<file path="src/include/setpoint_defines.svh">
`ifndef SETPOINT_DEFINES_SVH
`define SETPOINT_DEFINES_SVH
`define SP_ADDR 8'h19
`define RAMP_ADDR 8'h1a
`define SP_RESET 8'ha2
`define SP_RESET_ALT 8'h22
`define RAMP_RESET 8'h06
`define SP_SKIP_BIT 7
`define RAMP_GO_BIT 7
`define RAMP_HOLD_BIT 6
`define SP_CODE_MAX 6'h34
`define SP_WMASK 8'hbf
`define RAMP_WMASK 8'hc7
`define BLANK_TIME_MS 5
`define CLK_MHZ 125
`define BLANK_CYCLES (`BLANK_TIME_MS * 1000 * `CLK_MHZ)
`endif

</file>
<file path="src/include/setpoint_pkg.sv">
package setpoint_pkg;
  typedef logic [7:0] reg_byte_t;
  typedef enum logic [1:0] {
    RAMP_IDLE = 2'b01,
    RAMP_BUSY = 2'b10
  } ramp_state_e;
endpackage : setpoint_pkg

</file>
<file path="src/design/buck_boost_setpoint_regs.sv">
`timescale 1ns/1ps
`include "setpoint_defines.svh"

// What this block does
// - Setpoint register at subaddress 19h, resets to a2h.
// - Setpoint writes accepted only while the password unlock is satisfied.
// - Each accepted setpoint write blanks voltage monitors for 5 ms.
// - Bit 7 pulse-skip enable, reset 1; 0 forces fixed-frequency PWM.
// - Bits 5-0 voltage code, reset 22h, 1.175 V plus steps.
// - Power-up setpoint is reloaded from the default-select resistor input, a2h at either level.
// - Ramp register 1Ah, reset 06h, drives core bucks only.
// - Ramp go bit starts core buck ramp, clears when done.
module buck_boost_setpoint_regs #(
  parameter int unsigned BLANK_CYCLES = `BLANK_CYCLES
) (
  // Clock and reset
  input wire logic clk,
  input wire logic rst,
  input wire logic clk_en,
  // Register access from the serial slave
  input wire logic reg_wr,
  input wire logic [7:0] reg_addr,
  input wire setpoint_pkg::reg_byte_t reg_wdata,
  output setpoint_pkg::reg_byte_t reg_rdata,
  input wire logic password_ok,
  // Power-up strap
  input wire logic default_select_resistor,
  // Converter side
  output logic light_load_skip_enable,
  output logic [5:0] buck_boost_voltage_code,
  output logic monitor_blank,
  output logic core_ramp_start,
  output logic [2:0] core_ramp_rate,
  output logic core_ramp_hold_off,
  input wire logic core_ramp_done
);
  import setpoint_pkg::*;

  initial begin
    if (BLANK_CYCLES < 2) begin
      $error("BLANK_CYCLES too small");
    end
  end

  reg_byte_t setpoint_q;
  reg_byte_t ramp_q;
  logic [31:0] blank_cnt_q;
  logic strap_taken_q;
  logic [2:0] sel_sync_q;
  // Counts synchroniser fill, so the reset zeros are never taken as the strap
  logic [1:0] sync_fill_q;
  ramp_state_e ramp_state_q;
  logic sp_wr;
  logic ramp_wr;
  logic go_set;

  function automatic logic hit(input logic [7:0] a, input logic [7:0] off);
    return a == off;
  endfunction : hit

  assign sp_wr = clk_en && reg_wr && password_ok && hit(reg_addr, `SP_ADDR);
  assign ramp_wr = clk_en && reg_wr && hit(reg_addr, `RAMP_ADDR);
  assign go_set = ramp_wr && reg_wdata[`RAMP_GO_BIT];

  // Strap is a pin: three stages, change when last two agree
  always_ff @(posedge clk or posedge rst) begin
    if (rst) begin
      sel_sync_q <= 3'h0;
      sync_fill_q <= 2'h0;
    end else if (clk_en) begin
      sel_sync_q <= {sel_sync_q[1:0], default_select_resistor};
      if (sync_fill_q != 2'h3) begin
        sync_fill_q <= sync_fill_q + 2'h1;
      end
    end
  end

  // reset value, strap load, bit 6 masked
  always_ff @(posedge clk or posedge rst) begin
    if (rst) begin
      setpoint_q <= `SP_RESET;
      strap_taken_q <= 1'b0;
    end else if (clk_en) begin
      if (sp_wr) begin
        setpoint_q <= reg_wdata & `SP_WMASK;
        strap_taken_q <= 1'b1;
      end else if (!strap_taken_q && sync_fill_q == 2'h3
                   && sel_sync_q[2] == sel_sync_q[1]) begin
        // Strap picks 22h|80h or a2h, both the same code a2h; skip enable stays set
        setpoint_q <= sel_sync_q[2] ? `SP_RESET_ALT | 8'h80 : `SP_RESET;
        strap_taken_q <= 1'b1;
      end
    end
  end

  // blanking counter restarts on every accepted setpoint write
  always_ff @(posedge clk or posedge rst) begin
    if (rst) begin
      blank_cnt_q <= 32'h0;
    end else if (clk_en) begin
      if (sp_wr) begin
        blank_cnt_q <= BLANK_CYCLES;
      end else if (blank_cnt_q != 32'h0) begin
        blank_cnt_q <= blank_cnt_q - 32'h1;
      end
    end
  end

  // ramp register, go bit: set wins over done
  always_ff @(posedge clk or posedge rst) begin
    if (rst) begin
      ramp_q <= `RAMP_RESET;
      ramp_state_q <= RAMP_IDLE;
    end else if (clk_en) begin
      if (ramp_wr) begin
        ramp_q <= reg_wdata & `RAMP_WMASK;
      end
      case (ramp_state_q)
        RAMP_IDLE: begin
          if (go_set) begin
            ramp_state_q <= RAMP_BUSY;
          end
        end
        RAMP_BUSY: begin
          if (core_ramp_done && !go_set) begin
            ramp_q[`RAMP_GO_BIT] <= 1'b0;
            ramp_state_q <= RAMP_IDLE;
          end
        end
        default: begin
          ramp_state_q <= RAMP_IDLE;
        end
      endcase
    end
  end

  assign light_load_skip_enable = setpoint_q[`SP_SKIP_BIT];
  assign buck_boost_voltage_code = setpoint_q[5:0];
  assign monitor_blank = blank_cnt_q != 32'h0;
  assign core_ramp_start = go_set;
  assign core_ramp_rate = ramp_q[2:0];
  assign core_ramp_hold_off = ramp_q[`RAMP_HOLD_BIT];

  always_comb begin
    reg_rdata = 8'h00;
    if (hit(reg_addr, `SP_ADDR)) begin
      reg_rdata = setpoint_q;
    end else if (hit(reg_addr, `RAMP_ADDR)) begin
      reg_rdata = ramp_q;
    end
  end

  a_bit6_zero: assert property (@(posedge clk) disable iff (rst)
    setpoint_q[6] == 1'b0) else $error("bit 6 set");
  a_locked_hold: assert property (@(posedge clk) disable iff (rst)
    (clk_en && reg_wr && hit(reg_addr, `SP_ADDR) && !password_ok
     && strap_taken_q) |=> $stable(setpoint_q))
    else $error("locked write changed setpoint");
  a_write_takes: assert property (@(posedge clk) disable iff (rst)
    sp_wr |=> setpoint_q == ($past(reg_wdata) & `SP_WMASK))
    else $error("write lost");
  a_blank_start: assert property (@(posedge clk) disable iff (rst)
    sp_wr |=> monitor_blank && blank_cnt_q == BLANK_CYCLES)
    else $error("blank not started");
  a_blank_ends: assert property (@(posedge clk) disable iff (rst)
    (clk_en && !sp_wr && blank_cnt_q == 32'h1) |=> !monitor_blank)
    else $error("blank overran");
  a_blank_step: assert property (@(posedge clk) disable iff (rst)
    (clk_en && !sp_wr && blank_cnt_q != 32'h0)
    |=> blank_cnt_q == $past(blank_cnt_q) - 32'h1)
    else $error("blank step wrong");
  // frozen while disabled; a stalled clock enable stretches the blank
  a_freeze_state: assert property (@(posedge clk) disable iff (rst)
    !clk_en |=> $stable(blank_cnt_q) && $stable(setpoint_q)
    && $stable(ramp_q))
    else $error("state moved while disabled");
  a_go_clear: assert property (@(posedge clk) disable iff (rst)
    (clk_en && ramp_state_q == RAMP_BUSY && core_ramp_done && !go_set)
    |=> !ramp_q[`RAMP_GO_BIT]) else $error("go not cleared");
  a_go_busy: assert property (@(posedge clk) disable iff (rst)
    (clk_en && go_set) |=> ramp_state_q == RAMP_BUSY
    && ramp_q[`RAMP_GO_BIT]) else $error("go not started");
  a_ramp_rsvd: assert property (@(posedge clk) disable iff (rst)
    ramp_q[5:3] == 3'h0) else $error("ramp reserved set");
  a_ramp_no_bb: assert property (@(posedge clk) disable iff (rst)
    (ramp_wr && strap_taken_q) |=> $stable(setpoint_q))
    else $error("ramp write moved setpoint");
  a_unmapped_zero: assert property (@(posedge clk) disable iff (rst)
    (!hit(reg_addr, `SP_ADDR) && !hit(reg_addr, `RAMP_ADDR))
    |-> reg_rdata == 8'h00)
    else $error("unmapped read not zero");
  a_skip_out: assert property (@(posedge clk) disable iff (rst)
    light_load_skip_enable == setpoint_q[7])
    else $error("skip mismatch");
  c_sp_write: cover property (@(posedge clk) sp_wr);
  c_blank_restart: cover property (@(posedge clk) sp_wr && monitor_blank);
  c_locked: cover property (@(posedge clk)
    clk_en && reg_wr && hit(reg_addr, `SP_ADDR) && !password_ok);
  c_go_done: cover property (@(posedge clk)
    ramp_state_q == RAMP_BUSY ##1 ramp_state_q == RAMP_IDLE);
endmodule : buck_boost_setpoint_regs

</file>
<file path="config.mk">
export PLATFORM = sky130hd
export DESIGN_NAME = buck_boost_setpoint_regs
export DESIGN_NICKNAME = d
export VERILOG_FILES = /design/src/include/setpoint_pkg.sv /design/src/design/buck_boost_setpoint_regs.sv
export VERILOG_INCLUDE_DIRS = /design/src /design/src/include
export SDC_FILE = /design/constraint.sdc
export NUM_CORES = 1
export LEC_CHECK = 0
export BUFFER_PORTS_ARGS = -buffer_cell sky130_fd_sc_hd__buf_2
export CELL_PAD_IN_SITES_DETAIL_PLACEMENT = 0
export CELL_PAD_IN_SITES_GLOBAL_PLACEMENT = 2
export CORE_MARGIN = 2
export CORE_UTILIZATION = 35
export DETAILED_ROUTE_END_ITERATION = 10
export PLACE_DENSITY_LB_ADDON = 0.2
export RECOVER_POWER = 100
export SYNTH_ARGS = -nofsm -noshare
export SYNTH_HDL_FRONTEND = slang
export SYNTH_SLANG_ARGS = --single-unit
</file>
<file path="constraint.sdc">
create_clock -name clk -period 3 [get_ports clk]
set_clock_uncertainty 0.1 [all_clocks]
set_input_delay 0.3 -clock clk [delete_from_list [all_inputs] [get_ports clk]]
set_output_delay 0.3 -clock clk [all_outputs]
set_load 0.02 [all_outputs]
</file>
Word level (Yosys, flattened, before mapping)
Cells that the tools add are included.
{"block": "totals", "reg_bits": 53, "inputBits": 23, "output_inout_bits": 21, "elab_cells": 51}
{"block": "classes", "n_addsub": 2, "eq_ne": 9, "muxes": 14, "n_reduce_logical": 18}
{"operator": "$mux 32", "n": 2}
{"operator": "$mux 8", "n": 5}
{"operator": "$reduce_bool 32->1", "n": 1}
{"operator": "$sub 32x1->32 const B", "n": 1}
{"operator": "$eq 8x5->1 const B", "n": 2}
{"operator": "$logic_and 1x1->1", "n": 8}
{"operator": "$reduce_and 2->1", "n": 4}
{"operator": "$ne 2x2->1 const B", "n": 3}
{"operator": "$eq 2x2->1 const B", "n": 2}
{"operator": "$mux 1", "n": 4}
{"operator": "$mux 2", "n": 2}
{"operator": "$pmux 2 s2", "n": 1}
{"operator": "$reduce_bool 2->1", "n": 2}
{"operator": "$reduce_and 3->1", "n": 1}
{"operator": "$add 2x1->2 const B", "n": 1}
{"operator": "$eq 2x1->1 const B", "n": 1}
{"operator": "$logic_not 1->1", "n": 2}
{"operator": "$eq 1x1->1", "n": 1}

Logic depth before layout (Yosys ltp)
Gate-level depths: netlist of the first run.
{"block": "depth", "ltp_word": 7, "mapped_depth": 9, "depth_no_buf": 7}

Worst setup path after synthesis of the first run
No wires, ideal clock.
{"block": "synth_path", "kind": "register to register", "start": "reg blank_cnt_q[0]", "end": "reg blank_cnt_q[16]", "setup_ns": 0.069, "arrival_time_ns": 2.164, "required_ns": 2.831, "slack_ns": 0.667, "stages_incl_launch_ff": 9, "path_buffers": 1, "synth_period_minus_slack_ns": 2.333, "path_cell_list": "dfrtp_1 -> inv_1 -> ha_1 -> nor3b_1 -> nor2b_1 -> nand3_1 -> clkbuf_1 -> or4_2 -> nand3_1"}
{"block": "synth_between", "elab_chain_len": 3, "elab_cells_between_ends": 6, "classes_between": "add/sub: 1; mux: 2; reduce/logical: 3"}
{"item": "from (decl)", "line_no": "buck_boost_setpoint_regs.sv:47", "source": "logic [31:0] blank_cnt_q;"}
{"item": "from (signal assigned)", "line_no": "buck_boost_setpoint_regs.sv:104", "source": "blank_cnt_q <= blank_cnt_q - 32'h1;"}
{"item": "$sub 32x1->32 or $reduce_bool 32->1 (tied branches)", "line_no": "buck_boost_setpoint_regs.sv:104, buck_boost_setpoint_regs.sv:103"}
{"item": "$mux 32 or $reduce_bool 2->1 (tied branches)"}
{"item": "$mux 32 or $reduce_and 2->1 (tied branches)"}
Parallel ways exist; a longest one is shown, timed or not. The select of a mux whose other input is x is not followed.
A chain may end at the register's enable or synchronous reset.

Final worst setup path of the first run
{"block": "layout_path", "start": "reg blank_cnt_q[31]", "end": "reg blank_cnt_q[8]"}
{"block": "layout_between", "elab_chain_len": 3}
{"item": "$reduce_bool 32->1", "line_no": "buck_boost_setpoint_regs.sv:103", "source": "end else if (blank_cnt_q != 32'h0) begin"}
{"item": "$reduce_bool 2->1 (no source line)"}
{"item": "$reduce_and 2->1 (no source line)"}
No other way between the ends.

==> flow_summary.toml, run 1 <==
[worst_setup_path]
start_kind = "flip-flop"
crit_path_max_fanout = 17
worstSetupPathDepth = 6
cp_common_cell = "or4_1"
crit_buf_inv = 1
critPathTopFamily = "simple AND/OR/NAND/NOR gates"
max_stage_delay_ps = 590
crit_arrival_ps = 2740
required_ps = 3070
cp-end-kind = "flip-flop"
ff2ff_path_depth = 6
worstSetupPathType = "flip-flop to flip-flop"
path_cells = "or4_1 -> nor3_1 -> and4_1 -> clkbuf_1 -> or4_1 -> nand3_1"
cp_slowest_cell = "or4_1"

[cells_and_area]
multi_input_area_um2 = 1484
nNetsFinal = 378
final_common_cell = "dfrtp_1"
fill_cells = 841
final_cell_mix = "dfrtp_1, clkbuf_1, buf_2"
drive_above_1_share_pct = 20.34
finalCoreUtilization_pct = 40.65
area.growth.synth_to_final_pct = 13.07
seqCellArea_um2 = 1309
diodes = 0

[routing]
ant_nets = 0
dr.pass1.iters = 4
routed_wirelength_um = 7308
vias = 2510
top_layer_used = "met4"
vias_per_cell = 5.468
wire_per_inst_um = 15.92
wl_met1_um = 3671
drc = 0
dr_wl_met2_um = 3367
route.met3.wl_um = 191
initialDrtViolationCount = 82

[clock_tree]
htree_levels = 2
clkLatencyLatePin_ps = 310
path_clk_slew_ps = 110
cts_max_path_buffers = 2
clkSinkCount = 52
cts-root-buf = "clkbuf_8"
cts_resized = 0
numCtsBuffers = 5
post_cts_buffers = 0
holdBufCountCts = 0
cts_tree = "yes"

[synth]
ys_seq_elements = 52
ys_seq_area_share_pct = 44.53
syn_inst = 309
synth_ff_type = "dfrtp_1"
synth_area_um2 = 2939
muxShareOfSynthArea_pct = 5.109
synth-xor-area-share_pct = 0.8940
yosys.area_share.simple_pct = 30.27
yosys-top-cells-area = "dfrtp_1, dfstp_2, a21oi_1"
synth.top_cell.area_share_pct = 39.17
synth_fp_nets = 334
yosysTopAreaCell = "dfrtp_1"
yosysUniqueCellTypes = 51
ys_warn_count = 0
avgSynthCellArea_um2 = 9.512
synth-edff-count = 0
synthAdderAreaFrac_pct = 0.8514
synth-compound-area-share_pct = 13.62
synthArstFlopShare_pct = 100.0
synth_top_family_by_area = "simple AND/OR/NAND/NOR gates"

[grt]
antenna_found_initial = 0
grt_pass1_wl_um = 12270
grt.overflow.total = 0
grt_max_degree = 43
grt_pass1_vias = 2369
track_usage_pct = 17.36

[status]
status = "complete, but fails checks"
failed_checks = "capacitance limit, slew limit"

[power_and_ir_drop]
peakVddDrop_v = 0.0002486
power.leakage_uw = 0.001367
pwr_density_cell_nw_per_um2 = 571.9

[die]
initial_core_util_pct = 35.95
die_w_um = 95.64
die-height_um = 95.64
fp.dieArea_um2 = 9146
coreArea_um2 = 8175
pin_count = 44
row_count = 33

[timing]
min_period_ps = 2676
setup_slack_ps = 324.1
slew_violations = 43
slew_headroom_pct = -6.110
setup_viol = 0
period_share_pct = 89.20
fin_hold_ws_ps = 108.3
final.setup.tns_ps = 0
final-hold-violation-count = 0
rsz0062_at_grt = "no"
tightest_slew_ps = 1590
fmax_mhz = 373.7

[hold_path]
hold_path.class = "primary input to flip-flop"
worst_hold_path.num_cells = 2

[run]
drv_cap = 1

[placed_design]
place_hpwl_um = 5458
finalWeightedCongestion = 0.7807
pre_cts_slack_ps = 360.7
io_buffer_count = 43
[Yosys cell counts, types with 2 or more instances]
cell type / number
mux2_2: 8
nand2b_1: 7
and3_1: 6
o31ai_1: 10
a21oi_1: 21
buf_4: 4
dfrtp_1: 46
and2_0: 2
nand4_1: 6
clkbuf_1: 5
nor3_1: 7
o21ai_0: 11
nor4_4: 2
o22a_1: 2
nor2_1: 19
xor2_1: 3
nor4_1: 9
a31o_2: 3
mux2i_1: 6
a22o_1: 4
dfstp_2: 6
or4_1: 13
inv_1: 11
buf_1: 2
or3_2: 2
nand2_1: 20
nand3_1: 13
or4_4: 3
nor2b_1: 3
o211ai_1: 4
ha_1: 2
a22oi_1: 4
buf_2: 6
or3_1: 16
or2_2: 7
[sequential cells by signal, summed over array words and instances, names as in the netlist]
signal and count:
sync_fill_q 2, ramp_state_q 2, strap_taken_q 1, blank_cnt_q 32
ramp_q 5, setpoint_q 7, sel_sync_q 3
[cell families (layout without fill, tap and decap cells)]
| logic type | count (synthesis) | after routing |
|---|---|---|
| multiplexers | 14 | 14 |
| AO/OA/AOI/OAI | 62 | 62 |
| flip-flops | 52 | 52 |
| buffers and inverters | 29 | 74 |
| adder cells (fa/ha/maj) | 2 | 2 |
| AND/OR/NAND/NOR | 147 | 147 |
| XOR/XNOR | 3 | 3 |
[final cells by class]
type                    instances  share of cell area [%]
well taps                     105                   3.953
multi-input cells             228                   44.65
clock inverters                 3                  0.8660
clock buffers                   5                   2.071
inverters                      11                   1.242
repair buffers                 55                   7.831
flip-flops and latches         52                   39.38
[through the flow]
step	std cells	total power [uW]	cell area, um^2
floorplan	309	1326	2939
global placement	451	1468	3284
detailed placement	451	1479	3284
CTS	459	1935	3382
global route	459	2062	3323
finish	459	1901	3323
[report_power, final]
group	switching (uW)	leakage [uW]	internal, uW	total (uW)
Clock	270	0.0000511	177	446
Sequential	139	0.000649	856	995
Combinational	256	0.000667	203	459
Total	665	0.00137	1240	1900
[worst register-to-register path, delay by kind of cell, from the launching register on]
family / cells / cell delay, ps
and+or+nand+nor: 5 / 1490
buffers and inverters: 1 / 510
DFF: 1 / 430
[routing by layer]
layer,up-vias,GRT usage [%]
met5,-,0
met4,0,4.286
met3,6,2.846
met2,28,25.47
met1,1230,26.45
li1,1246,-
[final timing paths]
kind / start / to / slack (ps)
worst max-delay path: blank_cnt_q[31]$_DFFE_PP0P_ / blank_cnt_q[8]$_DFFE_PP0P_ / 320
worst min-delay path: reg_wdata[4] / setpoint_q[4]$_DFFE_PP0P_ / 110
worst max register to register: blank_cnt_q[31]$_DFFE_PP0P_ / blank_cnt_q[8]$_DFFE_PP0P_ / 320
worst min register to register: strap_taken_q$_DFFE_PP0P_ / strap_taken_q$_DFFE_PP0P_ / 380
max in group asynchronous: rst / blank_cnt_q[23]$_DFFE_PP0P_ / 1190
min in group asynchronous: rst / blank_cnt_q[13]$_DFFE_PP0P_ / 340
No activity file was read; power rests on OpenSTA's default activity.
==> run 2: changes to the inputs <==
==> constraint.sdc (replaced) <==
create_clock -name clk -period 3 [get_ports clk]
set_clock_uncertainty 0.1 [all_clocks]
set_input_delay 0 -clock clk [delete_from_list [all_inputs] [get_ports clk]]
set_output_delay 0 -clock clk [all_outputs]
set_load 0.02 [all_outputs]
==> flow_summary.toml, run 2 (same netlist as run 1, synthesis figures left out) <==
[status]
status = "finished, final reports clean"

[placed_design]
finalWeightedCongestion = 0.7711
placed_cells = 447
place_hpwl_um = 5142
io_buffer_count = 43

[clock_tree]
htree_levels = 2
cts-root-buf = "clkbuf_8"
cts_resized = 0
post_cts_buffers = 0
clkSinkCount = 52
cts_tree = "yes"
path_clk_slew_ps = 110
numCtsBuffers = 5
clkLatencyLatePin_ps = 310
cts_max_path_buffers = 2
holdBufCountCts = 11

[routing]
drc = 0
vias = 2537
ant_nets = 0
vias_per_cell = 5.444
dr.pass1.iters = 4
routed_wirelength_um = 7329
initialDrtViolationCount = 112
wire_per_inst_um = 15.73

[cells_and_area]
drive_above_1_share_pct = 19.39
stdcell_count = 466
seqCellArea_um2 = 1309
largest_reg_flops = 32
multi_input_area_um2 = 1469
area.growth.synth_to_final_pct = 16.05
final_cell_mix = "dfrtp_1, buf_2, clkbuf_1"
diodes = 0
fill_cells = 845
reg_top3 = "blank_cnt_q x32, setpoint_q x7, ramp_q x5"
nNetsFinal = 385
final_common_cell = "dfrtp_1"
top_register = "blank_cnt_q"

[die]
coreArea_um2 = 8175
die_w_um = 95.64
fp.dieArea_um2 = 9146
die-height_um = 95.64
pin_count = 44
row_count = 33
initial_core_util_pct = 35.95

[power_and_ir_drop]
peakVddDrop_v = 0.0003462
pwr_density_cell_nw_per_um2 = 553.4
power.leakage_uw = 0.001403

[hold_path]
min_from = "clk_en"
hold_path.class = "primary input to flip-flop"

[worst_setup_path]
timing.rr.start = "blank_cnt_q[5]$_DFFE_PP0P_"
start_kind = "flip-flop"
crit_path_max_fanout = 13
required_ps = 3140
worstSetupPathType = "flip-flop to flip-flop"
crit_arrival_ps = 2870
cp-end-kind = "flip-flop"
startpoint = "blank_cnt_q[5]$_DFFE_PP0P_"

[timing]
fmax_mhz = 367.3
period_share_pct = 90.75
setup_viol = 0
min_period_ps = 2722
fin_hold_ws_ps = 58.96
final.setup.tns_ps = 0
final-hold-violation-count = 0
slew_violations = 0
slew_headroom_pct = 11.62
rsz0062_at_grt = "no"
tightest_slew_ps = 1324

[grt]
grt.overflow.total = 0
grt_pass1_wl_um = 12080
track_usage_pct = 16.88
antenna_found_initial = 0
grt_max_degree = 34
grt_pass1_vias = 2430

[run]
drv_cap = 0
==> run 2: cell type report <==
type	instances	area share, %
clock inverter	3	0.7704
timing repair buffer	62	10.71
clock buffer	5	2.018
sequential	52	38.37
inverter	11	1.211
tap	105	3.852
multi-input combinational	228	43.07
==> run 2: critical path, stage by stage, from the launching register on <==
cell and delay [ps]:
dfrtp_1 420, or4_1 650, nor2_1 330, nand3_1 400, or4_1 610, a21oi_1 150
==> run 2: stage by stage <==
| step | util, % | worst slack, ps | cell area (um^2) | total power [uW] |
|---|---|---|---|---|
| 6_report | 41.72 | 277.5 | 3411 | 1887 |
| 3_3_place_gp | 39.96 | 437.9 | 3267 | 1466 |
| 5_1_grt | 41.72 | 129.8 | 3411 | 2018 |
| 3_5_place_dp | 39.96 | 400.0 | 3267 | 1477 |
| 2_1_floorplan | - | 666.9 | 2939 | 1326 |
| 4_1_cts | 42.47 | 363.6 | 3472 | 1928 |
==> run 2: routing by layer <==
layer	share of wire (%)	vias to the layer above	wire (um)	track usage [%]
met5	0	-	0	0
met2	47	28	3432	25.12
li1	-	1262	-	-
met3	2.3	2	168	2.609
met4	0.45	0	33	2.976
met1	50	1245	3695	26.05
==> run 2: power by group <==
group / switching [uW] / internal [uW]
logic: 257 / 203
clock network: 262 / 173
registers: 137 / 856
==> run 2: path summary, 6_finish.rpt <==
kind                                               end  slack [ps]  cells past startpoint
min                         blank_cnt_q[0]$_DFFE_PP0P_          60                      3
max reg2reg                blank_cnt_q[26]$_DFFE_PP0P_         280                      5
max                        blank_cnt_q[26]$_DFFE_PP0P_         280                      5
min reg2reg                 sync_fill_q[0]$_DFFE_PP0P_         390                      1
min in group asynchronous   blank_cnt_q[4]$_DFFE_PP0P_         490                      3
max in group asynchronous        ramp_q[6]$_DFFE_PP0P_         750                      4
==> run 3: changes to the inputs <==
--- a/config.mk
+++ b/config.mk
@@ -13,7 +13,7 @@
 export CORE_UTILIZATION = 35
 export DETAILED_ROUTE_END_ITERATION = 10
 export PLACE_DENSITY_LB_ADDON = 0.2
-export RECOVER_POWER = 100
+export RECOVER_POWER = 25
 export SYNTH_ARGS = -nofsm -noshare
 export SYNTH_HDL_FRONTEND = slang
 export SYNTH_SLANG_ARGS = --single-unit
==> flow_summary.toml, run 3 (same netlist as run 1, synthesis figures left out) <==
[status]
status = "finished, final reports clean"

[timing]
slew_violations = 0
period_share_pct = 87.54
slew_headroom_pct = 13.28
fmax_mhz = 380.8
final-hold-violation-count = 0
min_period_ps = 2626
rsz0062_at_grt = "no"
fin_hold_ws_ps = 64.42
final.setup.tns_ps = 0
tightest_slew_ps = 1299
setup_viol = 0

[worst_setup_path]
crit_arrival_ps = 2770
crit_path_max_fanout = 13
crit_buf_inv = 0
cp-end-kind = "flip-flop"
path_cells = "or4_4 -> nor2_1 -> nand3_1 -> or4_1 -> a21oi_1"
critPathTopFamily = "simple AND/OR/NAND/NOR gates"
timing.rr.end = "blank_cnt_q[26]$_DFFE_PP0P_"
cp_slowest_cell = "or4_1"
required_ps = 3150
timing.rr.start = "blank_cnt_q[5]$_DFFE_PP0P_"
start_kind = "flip-flop"
reg2reg_slack_ps = 370
worstSetupPathType = "flip-flop to flip-flop"
max_stage_delay_ps = 610
ff2ff_path_depth = 5

[power_and_ir_drop]
cellInternalPower_uw = 1246
power.leakage_uw = 0.001468
p_switching_uw = 659.9
seq_power_share_pct = 52.3
comb_power_share_pct = 25.0
finalPower_uw = 1906
swShare_pct = 34.63
clockPowerShare_pct = 22.7
peakVddDrop_v = 0.0003465
pwr_density_cell_nw_per_um2 = 550.0

[placed_design]
place_hpwl_um = 5142
io_buffer_count = 43
finalWeightedCongestion = 0.7711
placed_cells = 447

[die]
die_w_um = 95.64
fp.dieArea_um2 = 9146
die-height_um = 95.64
initial_core_util_pct = 35.95
coreArea_um2 = 8175
row_count = 33
pin_count = 44

[routing]
drc = 0
routed_wirelength_um = 7313
vias = 2516
wire_per_inst_um = 15.69
initialDrtViolationCount = 81
dr.pass1.iters = 4
ant_nets = 0
vias_per_cell = 5.399

[clock_tree]
clkLatencyLatePin_ps = 310
clkSinkCount = 52
cts_tree = "yes"
htree_levels = 2
cts_max_path_buffers = 2
path_clk_slew_ps = 110
cts-root-buf = "clkbuf_8"
cts_resized = 0
post_cts_buffers = 0
numCtsBuffers = 5

[cells_and_area]
stdcell_count = 466
nNetsFinal = 385
diodes = 0
largest_reg_flops = 32
finalCoreUtilization_pct = 42.38
area.growth.synth_to_final_pct = 17.88
final_cell_mix = "dfrtp_1, buf_2, a21oi_1"
reg_top3 = "blank_cnt_q x32, setpoint_q x7, ramp_q x5"
final_common_cell = "dfrtp_1"
top_register = "blank_cnt_q"
drive_above_1_share_pct = 24.93

[hold_path]
min_to = "blank_cnt_q[0]$_DFFE_PP0P_"
min_from = "clk_en"
worst_hold_path.num_cells = 3
hold_path.class = "primary input to flip-flop"

[grt]
grt_max_degree = 34
antenna_found_initial = 0
grt.overflow.total = 0
grt_pass1_wl_um = 12080
grt_pass1_vias = 2430
track_usage_pct = 16.88

[run]
drv_cap = 0
run 3: repair_timing:
action | CTS | global route
endpoints found under the setup margin | 0 | 0
hold buffers | 11 | 0
hold endpoints to repair | 46 | 0
run 3: routing by layer:
metal	track usage, %	vias up	part of all wire, %
met5	0	-	0
met4	2.976	0	0.45
met3	2.609	2	2.7
met2	25.12	34	47
met1	26.05	1222	50
li1	-	1258	-
run 3: layout make-up:
| cell class | instances | area (um^2) |
|---|---|---|
| inverter | 11 | 41.29 |
| timing repair buffer | 62 | 390.4 |
| clock inverter | 3 | 26.28 |
| multi-input combinational | 228 | 1498 |
| sequential | 52 | 1309 |
| clock buffer | 5 | 68.82 |
| tap | 105 | 131.4 |
| fill | 828 | 4711 |
run 3: worst max-delay path by stage:
stage	start	to	slack, ps	depth (start not counted)
6_report	blank_cnt_q[5]$_DFFE_PP0P_	blank_cnt_q[26]$_DFFE_PP0P_	370	5
5_1_grt	blank_cnt_q[0]$_DFFE_PP0P_	blank_cnt_q[26]$_DFFE_PP0P_	190	8
4_1_cts	blank_cnt_q[5]$_DFFE_PP0P_	blank_cnt_q[16]$_DFFE_PP0P_	360	5
3_5_place_dp	blank_cnt_q[5]$_DFFE_PP0P_	blank_cnt_q[16]$_DFFE_PP0P_	400	5
3_3_place_gp	blank_cnt_q[6]$_DFFE_PP0P_	blank_cnt_q[26]$_DFFE_PP0P_	440	5
2_1_floorplan	blank_cnt_q[0]$_DFFE_PP0P_	blank_cnt_q[16]$_DFFE_PP0P_	670	8
run 3: tightest hold or removal path: stages:
cell and delay (ps):
buf_2 240, nand3_1 130, a21oi_1 60
run 3: per-stage QoR:
| step | cell area [um^2] | worst slack, ps |
|---|---|---|
| after floorplan | 2939 | 666.9 |
| after global placement | 3267 | 437.9 |
| after detailed placement | 3267 | 400.0 |
| after CTS | 3472 | 363.6 |
| after global routing | 3465 | 185.1 |
| final | 3465 | 373.7 |
run 3: power by group through the flow:
| stage | Sequential (uW) | Clock [uW] | Combinational, uW |
|---|---|---|---|
| after floorplan | 995 | 0 | 331 |
| after global placement | 1000 | 0 | 465 |
| after detailed placement | 1010 | 0 | 471 |
| after CTS | 994 | 451 | 483 |
| after global routing | 1020 | 472 | 543 |
| final | 996 | 433 | 476 |
